File: src/eprom_params.svh
// Purpose: constants for the single-wire EPROM write master
// Assumes: 100 MHz sys_clk
// Notes:   times in microseconds, counts derived in the modules
`ifndef EPROM_PARAMS_SVH
`define EPROM_PARAMS_SVH

// ****************************************
// clock and bus timing
// ****************************************
`define CLK_MHZ         100
`define RST_LOW_US      480
`define RST_HIGH_US     480
`define PRES_SAMPLE_US  70
`define PROG_US         480
`define SLOT_US         70
`define LOW0_US         60
`define LOW1_US         6
`define RD_SAMPLE_US    13
`define REC_US          5

// ****************************************
// command codes
// ****************************************
`define CMD_SKIP_ROM    8'hCC
`define CMD_WR_MEM      8'h0F
`define CMD_SPD_MEM     8'hF3
`define CMD_WR_STAT     8'h55
`define CMD_SPD_STAT    8'hF5

// ****************************************
// crc, retry and fifo size
// ****************************************
`define CRC_POLY_REV    16'hA001
`define CRC_RD_INVERT   1'h1
`define MAX_RETRY       2'h3
`define FIFO_DEPTH      16
`define FIFO_WIDTH      8

`endif

File: src/eprom_pkg.sv
// Purpose: types for the single-wire EPROM write master
// Assumes: nothing
// Notes:   constants live in eprom_params.svh
package eprom_pkg;

  typedef struct packed {
    logic        speed;
    logic        status;
    logic [15:0] addr;
    logic [7:0]  count;
  } job_t;

  typedef struct packed {
    logic presence;
    logic crc;
    logic verify;
  } err_t;

  typedef enum logic [2:0] {
    ST_IDLE   = 3'h0,
    ST_RST_LO = 3'h1,
    ST_RST_HI = 3'h2,
    ST_SLOT   = 3'h3,
    ST_NEXT   = 3'h4,
    ST_FETCH  = 3'h5,
    ST_PROG   = 3'h6,
    ST_FIN    = 3'h7
  } state_t;

  typedef enum logic [2:0] {
    SP_ROM  = 3'h0,
    SP_MEM  = 3'h1,
    SP_ALO  = 3'h2,
    SP_AHI  = 3'h3,
    SP_DATA = 3'h4,
    SP_CRC  = 3'h5,
    SP_VER  = 3'h6
  } step_t;

endpackage : eprom_pkg

File: src/byte_fifo.sv
// Purpose: data byte buffer in front of the write sequencer
// Assumes: depth is a power of two
// Notes:   in_ready is registered
`timescale 1ns/100ps
`default_nettype none
module byte_fifo #(
  parameter int WIDTH = 8,
  parameter int DEPTH = 16
) (
  // clock and reset
  input  wire logic             sys_clk,
  input  wire logic             sys_rst,
  // fill side
  input  wire logic [WIDTH-1:0] in_data,
  input  wire logic             in_valid,
  output logic                  in_ready,
  // drain side
  output logic [WIDTH-1:0]      out_data,
  output logic                  out_valid,
  input  wire logic             out_ready
);
  localparam int AW = $clog2(DEPTH);

  logic [WIDTH-1:0] mem [DEPTH];
  logic [AW-1:0]    wr_ptr_reg;
  logic [AW-1:0]    rd_ptr_reg;
  logic [AW:0]      count_reg;
  logic [AW:0]      count_next;
  logic             push;
  logic             pop;

  assign push      = in_valid && in_ready;
  assign pop       = out_valid && out_ready;
  assign out_valid = (count_reg != '0);
  assign out_data  = mem[rd_ptr_reg];

  always_comb begin
    count_next = count_reg;
    if (push && !pop) begin
      count_next = count_reg + 1'b1;
    end else if (pop && !push) begin
      count_next = count_reg - 1'b1;
    end
  end

  always_ff @(posedge sys_clk) begin
    if (push) begin
      mem[wr_ptr_reg] <= in_data;
    end
  end

  always_ff @(posedge sys_clk) begin
    if (sys_rst) begin
      wr_ptr_reg <= '0;
      rd_ptr_reg <= '0;
      count_reg  <= '0;
      in_ready   <= 1'b0;
    end else begin
      if (push) begin
        wr_ptr_reg <= wr_ptr_reg + 1'b1;
      end
      if (pop) begin
        rd_ptr_reg <= rd_ptr_reg + 1'b1;
      end
      count_reg <= count_next;
      in_ready  <= (count_next < (AW+1)'(DEPTH));
    end
  end
endmodule : byte_fifo
`default_nettype wire

File: src/eprom_status_write_sequencer.sv
// Purpose: bus master that programs status or data bytes over one wire
// Assumes: dq_in synchronous to sys_clk; external switch on prog_en
// Notes:   retries a byte from reset when crc or readback fails
`timescale 1ns/100ps
`default_nettype none
`include "eprom_params.svh"
module eprom_status_write_sequencer #(
  parameter logic [15:0] RST_LOW_CYC  = 16'(`RST_LOW_US * `CLK_MHZ),
  parameter logic [15:0] RST_HIGH_CYC = 16'(`RST_HIGH_US * `CLK_MHZ),
  parameter logic [15:0] PRES_CYC     = 16'(`PRES_SAMPLE_US * `CLK_MHZ),
  parameter logic [15:0] PROG_CYC     = 16'(`PROG_US * `CLK_MHZ),
  parameter logic [15:0] SLOT_CYC     = 16'(`SLOT_US * `CLK_MHZ),
  parameter logic [15:0] LOW0_CYC     = 16'(`LOW0_US * `CLK_MHZ)
) (
  // clock and reset
  input  wire logic         sys_clk,
  input  wire logic         sys_rst,
  // job request and result
  input  wire logic         start,
  input  wire eprom_pkg::job_t job,
  output logic              busy,
  output logic              done,
  output eprom_pkg::err_t   err,
  // data bytes
  input  wire logic [7:0]   wr_data,
  input  wire logic         wr_valid,
  output logic              wr_ready,
  // bus pins
  input  wire logic         dq_in,
  output logic              dq_out,
  output logic              dq_oe,
  output logic              prog_en
);
  // sub-slot points scale with the slot, so a short slot stays legal
  localparam logic [15:0] LOW1_CYC =
    16'(32'(SLOT_CYC) * `LOW1_US / `SLOT_US);
  localparam logic [15:0] SMP_CYC  =
    16'(32'(SLOT_CYC) * `RD_SAMPLE_US / `SLOT_US);
  localparam logic [15:0] REC_CYC  =
    16'(32'(SLOT_CYC) * `REC_US / `SLOT_US);
  localparam logic [15:0] SLOT_END = 16'(SLOT_CYC + REC_CYC - 16'h1);
  localparam logic [15:0] PROG_END = 16'(PROG_CYC + REC_CYC - 16'h1);

  eprom_pkg::state_t state_reg;
  eprom_pkg::step_t  step_reg;
  eprom_pkg::job_t   job_reg;
  logic [15:0] tmr_reg;
  logic [4:0]  bits_reg;
  logic [7:0]  tx_reg;
  logic [15:0] rx_reg;
  logic [15:0] crc_reg;
  logic [15:0] addr_reg;
  logic [7:0]  count_reg;
  logic [7:0]  data_reg;
  logic        have_reg;
  logic [1:0]  retry_reg;
  logic        pres_reg;
  logic        crc_ok_reg;
  logic [7:0]  fifo_data;
  logic        fifo_valid;
  logic        fifo_pop;

  function automatic logic [15:0] crc_bit(input logic [15:0] c,
                                          input logic b);
    logic [15:0] s;
    s = {1'b0, c[15:1]};
    if (c[0] ^ b) begin
      s = s ^ `CRC_POLY_REV;
    end
    return s;
  endfunction : crc_bit

  function automatic logic [7:0] mem_cmd(input eprom_pkg::job_t j);
    logic [7:0] c;
    // speed codes only when the caller vouches for contact
    c = j.status ? (j.speed ? `CMD_SPD_STAT : `CMD_WR_STAT)
                 : (j.speed ? `CMD_SPD_MEM : `CMD_WR_MEM);
    return c;
  endfunction : mem_cmd

  // ****************************************
  // data buffer
  // ****************************************
  assign fifo_pop = (state_reg == eprom_pkg::ST_FETCH) && !have_reg;

  byte_fifo #(
    .WIDTH (`FIFO_WIDTH),
    .DEPTH (`FIFO_DEPTH)
  ) u_fifo (
    .sys_clk   (sys_clk),
    .sys_rst   (sys_rst),
    .in_data   (wr_data),
    .in_valid  (wr_valid),
    .in_ready  (wr_ready),
    .out_data  (fifo_data),
    .out_valid (fifo_valid),
    .out_ready (fifo_pop)
  );

  // ****************************************
  // sequencer
  // ****************************************
  always_ff @(posedge sys_clk) begin
    if (sys_rst) begin
      state_reg  <= eprom_pkg::ST_IDLE;
      step_reg   <= eprom_pkg::SP_ROM;
      job_reg    <= '0;
      err        <= '0;
      tmr_reg    <= 16'h0000;
      bits_reg   <= 5'h00;
      tx_reg     <= 8'hFF;
      rx_reg     <= 16'h0000;
      crc_reg    <= 16'h0000;
      addr_reg   <= 16'h0000;
      count_reg  <= 8'h00;
      data_reg   <= 8'hFF;
      have_reg   <= 1'b0;
      retry_reg  <= 2'h0;
      pres_reg   <= 1'b0;
      crc_ok_reg <= 1'b0;
    end else begin
      tmr_reg  <= tmr_reg + 16'h0001;
      case (state_reg)
        eprom_pkg::ST_IDLE: begin
          tmr_reg <= 16'h0000;
          if (start) begin
            job_reg   <= job;
            addr_reg  <= job.addr;
            count_reg <= job.count;
            have_reg  <= 1'b0;
            retry_reg <= 2'h0;
            step_reg  <= eprom_pkg::SP_ROM;
            err       <= '0;
            state_reg <= (job.count == 8'h00) ? eprom_pkg::ST_FIN
                                              : eprom_pkg::ST_RST_LO;
          end
        end
        eprom_pkg::ST_RST_LO: begin
          crc_ok_reg <= 1'b0;
          if (tmr_reg == 16'(RST_LOW_CYC - 16'h1)) begin
            tmr_reg   <= 16'h0000;
            pres_reg  <= 1'b0;
            state_reg <= eprom_pkg::ST_RST_HI;
          end
        end
        eprom_pkg::ST_RST_HI: begin
          if (tmr_reg == PRES_CYC) begin
            pres_reg <= !dq_in;
          end
          if (tmr_reg == 16'(RST_HIGH_CYC - 16'h1)) begin
            tmr_reg <= 16'h0000;
            if (!pres_reg) begin
              err.presence <= 1'b1;
              state_reg <= eprom_pkg::ST_FIN;
            end else begin
              step_reg  <= eprom_pkg::SP_ROM;
              tx_reg    <= `CMD_SKIP_ROM;
              bits_reg  <= 5'h08;
              state_reg <= eprom_pkg::ST_SLOT;
            end
          end
        end
        eprom_pkg::ST_SLOT: begin
          if (tmr_reg == SMP_CYC) begin
            rx_reg <= {dq_in, rx_reg[15:1]};
          end
          if (tmr_reg == SLOT_END) begin
            tmr_reg  <= 16'h0000;
            tx_reg   <= {1'b1, tx_reg[7:1]};
            bits_reg <= bits_reg - 5'h01;
            if (step_reg inside {eprom_pkg::SP_MEM, eprom_pkg::SP_ALO,
                                 eprom_pkg::SP_AHI, eprom_pkg::SP_DATA}) begin
              crc_reg <= crc_bit(crc_reg, tx_reg[0]);
            end
            state_reg <= eprom_pkg::ST_NEXT;
          end
        end
        eprom_pkg::ST_NEXT: begin
          tmr_reg   <= 16'h0000;
          state_reg <= eprom_pkg::ST_SLOT;
          if (bits_reg == 5'h00) begin
            bits_reg <= 5'h08;
            case (step_reg)
              eprom_pkg::SP_ROM: begin
                step_reg <= eprom_pkg::SP_MEM;
                tx_reg   <= mem_cmd(job_reg);
                crc_reg  <= 16'h0000;
              end
              eprom_pkg::SP_MEM: begin
                step_reg <= eprom_pkg::SP_ALO;
                tx_reg   <= addr_reg[7:0];
              end
              eprom_pkg::SP_ALO: begin
                step_reg <= eprom_pkg::SP_AHI;
                tx_reg   <= addr_reg[15:8];
              end
              eprom_pkg::SP_AHI: begin
                step_reg  <= eprom_pkg::SP_DATA;
                state_reg <= eprom_pkg::ST_FETCH;
              end
              eprom_pkg::SP_DATA: begin
                if (job_reg.speed) begin
                  state_reg <= eprom_pkg::ST_PROG;
                end else begin
                  step_reg <= eprom_pkg::SP_CRC;
                  tx_reg   <= 8'hFF;
                  bits_reg <= 5'h10;
                end
              end
              eprom_pkg::SP_CRC: begin
                // device cannot judge the crc, so the master must
                if (rx_reg == (`CRC_RD_INVERT ? ~crc_reg : crc_reg)) begin
                  crc_ok_reg <= 1'b1;
                  state_reg  <= eprom_pkg::ST_PROG;
                end else begin
                  err.crc   <= (retry_reg == `MAX_RETRY);
                  // a fresh reset abandons the byte
                  retry_reg <= retry_reg + 2'h1;
                  state_reg <= (retry_reg == `MAX_RETRY) ? eprom_pkg::ST_FIN
                                                 : eprom_pkg::ST_RST_LO;
                end
              end
              eprom_pkg::SP_VER: begin
                if (|(rx_reg[15:8] & ~data_reg)) begin
                  // reset aborts, same address reprogrammed
                  err.verify <= (retry_reg == `MAX_RETRY);
                  retry_reg <= retry_reg + 2'h1;
                  state_reg <= (retry_reg == `MAX_RETRY) ? eprom_pkg::ST_FIN
                                                 : eprom_pkg::ST_RST_LO;
                end else begin
                  // device moved on and preloads its crc
                  addr_reg  <= addr_reg + 16'h0001;
                  crc_reg   <= addr_reg + 16'h0001;
                  count_reg <= count_reg - 8'h01;
                  have_reg  <= 1'b0;
                  retry_reg <= 2'h0;
                  step_reg  <= eprom_pkg::SP_DATA;
                  state_reg <= (count_reg == 8'h01) ? eprom_pkg::ST_FIN
                                                    : eprom_pkg::ST_FETCH;
                end
              end
              default: begin
                state_reg <= eprom_pkg::ST_FIN;
              end
            endcase
          end
        end
        eprom_pkg::ST_FETCH: begin
          tmr_reg <= 16'h0000;
          if (have_reg) begin
            tx_reg    <= data_reg;
            bits_reg  <= 5'h08;
            state_reg <= eprom_pkg::ST_SLOT;
          end else if (fifo_valid) begin
            data_reg <= fifo_data;
            have_reg <= 1'b1;
          end
        end
        eprom_pkg::ST_PROG: begin
          if (tmr_reg == PROG_END) begin
            tmr_reg    <= 16'h0000;
            crc_ok_reg <= 1'b0;
            step_reg   <= eprom_pkg::SP_VER;
            tx_reg     <= 8'hFF;
            bits_reg   <= 5'h08;
            state_reg  <= eprom_pkg::ST_SLOT;
          end
        end
        eprom_pkg::ST_FIN: begin
          tmr_reg   <= 16'h0000;
          state_reg <= eprom_pkg::ST_IDLE;
        end
        default: begin
          state_reg <= eprom_pkg::ST_IDLE;
        end
      endcase
    end
  end

  // ****************************************
  // pin drive
  // ****************************************
  // line only pulled low, never driven high
  always_ff @(posedge sys_clk) begin
    if (sys_rst) begin
      dq_oe   <= 1'b0;
      dq_out  <= 1'b0;
      prog_en <= 1'b0;
    end else begin
      dq_out  <= 1'b0;
      // slot starts with our falling edge
      dq_oe   <= (state_reg == eprom_pkg::ST_RST_LO) ||
                 ((state_reg == eprom_pkg::ST_SLOT) &&
                  (tmr_reg < (tx_reg[0] ? LOW1_CYC : LOW0_CYC)));
      // pulse follows the crc, or the data byte directly in speed mode
      prog_en <= (state_reg == eprom_pkg::ST_PROG) && (tmr_reg < PROG_CYC);
    end
  end

  // ****************************************
  // status
  // ****************************************
  always_ff @(posedge sys_clk) begin
    if (sys_rst) begin
      busy <= 1'b0;
      done <= 1'b0;
    end else begin
      busy <= (state_reg != eprom_pkg::ST_IDLE);
      done <= (state_reg == eprom_pkg::ST_FIN);
    end
  end
endmodule : eprom_status_write_sequencer
`default_nettype wire

File: config.mk
export PLATFORM = sky130hd
export DESIGN_NAME = eprom_status_write_sequencer
export DESIGN_NICKNAME = d
export VERILOG_FILES = /design/src/eprom_pkg.sv /design/src/byte_fifo.sv /design/src/eprom_status_write_sequencer.sv
export VERILOG_INCLUDE_DIRS = /design/src
export SDC_FILE = /design/constraint.sdc
export NUM_CORES = 1
export LEC_CHECK = 0
export ABC_CLOCK_PERIOD_IN_PS = 6500
export BUFFER_PORTS_ARGS = -buffer_cell sky130_fd_sc_hd__clkbuf_2
export CELL_PAD_IN_SITES_DETAIL_PLACEMENT = 1
export CELL_PAD_IN_SITES_GLOBAL_PLACEMENT = 2
export CORE_UTILIZATION = 30
export CTS_BUF_LIST = sky130_fd_sc_hd__clkbuf_4
export DETAILED_ROUTE_END_ITERATION = 8
export PLACE_DENSITY_LB_ADDON = 0.1
export SETUP_SLACK_MARGIN = 0.3
export SLEW_MARGIN = 20
export SYNTH_ARGS = -nofsm -noshare
export SYNTH_HDL_FRONTEND = slang
export SYNTH_SLANG_ARGS = --single-unit
export TNS_END_PERCENT = 10
File: constraint.sdc
create_clock -name sys_clk -period 6.5 [get_ports sys_clk]
set_input_delay 1.3 -clock sys_clk [delete_from_list [all_inputs] [get_ports sys_clk]]
set_output_delay 1.3 -clock sys_clk [all_outputs]
set_load 0.02 [all_outputs]
==> results.yml <==
finish:
  nNetsFinal: 1268
  drive_gt1_share_pct: 20.22
  utilization_pct: 34.91
  largest-register: "u_fifo.mem"
  syn_to_final_growth_pct: 13.62
  largest_reg_flops: 128
sta:
  min_period_over_period_pct: 51.35
  grt_setup_unrepaired: "false"
  hold_violations: 0
  worst_slew_pin_slew_ns: 1.088
  relSlewSlack_pct: 27.21
  setup_ws_ns: 3.162
  drv_slew: 0
  period_minus_slack_ns: 3.338
  clock_skew_ns: 0.05433
  final-setup-viol-count: 0
  setup-tns-final_ns: 0
  timing.fmax_mhz: 299.6
logic_synthesis:
  seq_area_frac_synth_pct: 51.67
  syn_area_sq_mm: 0.01232
  syn-num-nets: 1203
  synth_common_cells: "128 x edfxtp_1, 126 x dfxtp_1, 118 x nor2_1"
  synth_top_area_cell: "edfxtp_1"
  yosysMostFrequentCell: "edfxtp_1"
  synthCells: 1144
  synth_edf_count: 128
  yosys_warnings: 0
  syn_area_per_cell_sq_um: 10.77
  async_flop_share_pct: 0
  yosys.area.top_type_share_pct: 31.20
  ys_ff_latch: 254
  synth_flop_cell: "edfxtp_1"
  synthTopCellsByArea: "edfxtp_1 31%, dfxtp_1 20%, mux4_2 7.3%"
  synth_cell_type_count: 86
placed_design:
  dpl.hpwl_mm: 24.48
  pre_cts_ws_ns: 3.163
  place_congestion: 0.7485
  portBuffers: 46
worst_setup_path:
  arrival_ns: 3.92
  r2r_start: "state_reg[0]$_SDFFE_PP0P_"
  cp_max_fo: 32
  worstSetupEndpointType: "flop"
  regToRegSetupSlack_ns: 3.16
  crit_path_start_kind: "flop"
  startpoint: "state_reg[0]$_SDFFE_PP0P_"
  required_ns: 7.08
  r2r-end: "crc_reg[3]$_SDFFE_PP0P_"
  crit_end: "crc_reg[3]$_SDFFE_PP0P_"
  critical_path_class: "reg2reg"
  reg2reg_depth: 7
pwr:
  combPwrFrac_pct: 23.5
  powerDensity_mw_per_mm2: 331.3
  p_clk_share_pct: 33.6
  seqPwrFrac_pct: 42.9
  p_sw_share_pct: 34.56
  power_leakage_nw: 4.549
  switching_power_mw: 1.603
  intPower_mw: 3.035
  ir_drop_uv: 156.6
run:
  cap_violations: 0
route:
  vias_per_cell: 5.198
  wl_mm: 36.70
  drc: 0
  ant_nets: 0
  vias: 9300
  firstDrtPassIters: 5
  routedWlPerCell_um: 20.51
  dr.first_iter.drc_count: 424
cts:
  clk_latency_ns: 0.76
  postCtsHoldBufs: 0
  cts_buffers: 77
  cts_setup_buffers: 0
  cts_sinks: 254
  root_buffer: "clkbuf_4"
  cts_tree: "built"
  post_cts_resized: 0
  cts_buffer_depth: 3
  cts_max_level: 3
  clk_pin_slew_ns: 0.06
global_route:
  grt_pass1_wl_mm: 58.10
  overflow: 0
  antenna_found_initial: 1
  grt_max_degree: 70
  grt_use_total_pct: 18.22
  grt_pass1_vias: 9808
die:
  io_pins: 48
  die_h_um: 204.7
  core_sq_mm: 0.04010
  rows: 73
  die_area_sq_mm: 0.04188
  start_util_pct: 30.73
  fp.dieW_um: 204.7
outcome:
  status: "finished, final reports clean"
worst_hold_path:
  hold_class: "reg2reg"
-- worst min-delay path by stage --
| stage | cells after the start | to | slack [ns] | startpoint |
|---|---|---|---|---|
| global route | 2 | err[1]$_SDFFE_PP0P_ | 0.50 | err[1]$_SDFFE_PP0P_ |
| finish | 2 | err[0]$_SDFFE_PP0P_ | 0.45 | err[0]$_SDFFE_PP0P_ |
| global placement | 2 | err[0]$_SDFFE_PP0P_ | 0.44 | err[0]$_SDFFE_PP0P_ |
| floorplan | 1 | tmr_reg[0]$_SDFF_PP0_ | 0.44 | tmr_reg[0]$_SDFF_PP0_ |
| detailed placement | 2 | err[1]$_SDFFE_PP0P_ | 0.45 | err[1]$_SDFFE_PP0P_ |
| CTS | 2 | err[1]$_SDFFE_PP0P_ | 0.46 | err[1]$_SDFFE_PP0P_ |
-- layout make-up --
cell class / instances / area (sq um)
antenna: 3 / 7.507
clock buffer: 113 / 848.3
clock inverter: 18 / 116.4
fill: 4485 / 26100
inverter: 31 / 116.4
multi-input combinational: 783 / 5532
sequential: 254 / 6369
tap: 525 / 656.9
timing repair buffer: 62 / 352.8
-- metal layers --
layer,track usage [%],wire length [um],part of all wire [%]
met5,0,0,0
met4,6.530,821,2.2
met1,25.02,17740,48
met2,28.09,16700,46
met3,3.898,1440,3.9
-- worst max-delay path: stages, from the launching register on --
cell and delay (ns):
dfxtp_1 0.89, nand3b_1 0.63, or4_1 0.59, o311a_1 0.15, a211oi_4 0.22, buf_4 0.38
o311a_1 0.25, nor3_2 0.04
-- layout by cell type (no fill, tap or decap), types with 14 or more instances in the layout --
master and count:
ha_1 20, xor2_1 17, nand2_1 105, nor2_1 117, a22oi_1 14, buf_4 17
inv_1 29, nand3_1 29, nor4_1 14, a211oi_1 15, o21ai_0 31, nand4_1 18
xnor2_1 38, nor3_1 32, a21oi_1 84, edfxtp_1 128, mux4_2 40, clkbuf_4 113
dfxtp_1 124, clkbuf_2 45, mux2i_1 23
-- power by group through the flow --
| stage | logic [mW] | clock network [mW] | registers, mW |
|---|---|---|---|
| after floorplan | 0.825 | 0 | 1.94 |
| after global placement | 1.10 | 0 | 2.02 |
| after CTS | 1.10 | 1.64 | 1.99 |
| final | 1.09 | 1.56 | 1.99 |
| after global routing | 1.22 | 1.71 | 2.01 |
| after detailed placement | 1.10 | 0 | 2.02 |
-- stage by stage --
step                std cells  area [sq um]  hold slack (ns)  total power [mW]
floorplan                1144         12320           0.4418             2.765
global placement         1655         13020           0.4423             3.119
detailed placement       1655         13020           0.4513             3.123
CTS                      1786         13990           0.4608             4.737
global route             1787         13990           0.4955             4.941
finish                   1789         14000           0.4520             4.638
-- kinds of logic after synthesis --
logic type | after synthesis | synth area share, %
flops | 254 | 51.67
other cells | 1 | 0.03044
fa+ha+maj | 20 | 2.031
xor+xnor | 55 | 3.910
compound gates | 255 | 13.96
simple gates | 388 | 15.51
mux | 64 | 9.272
buf+inv | 107 | 3.615
(Power assumes the default switching activity.)
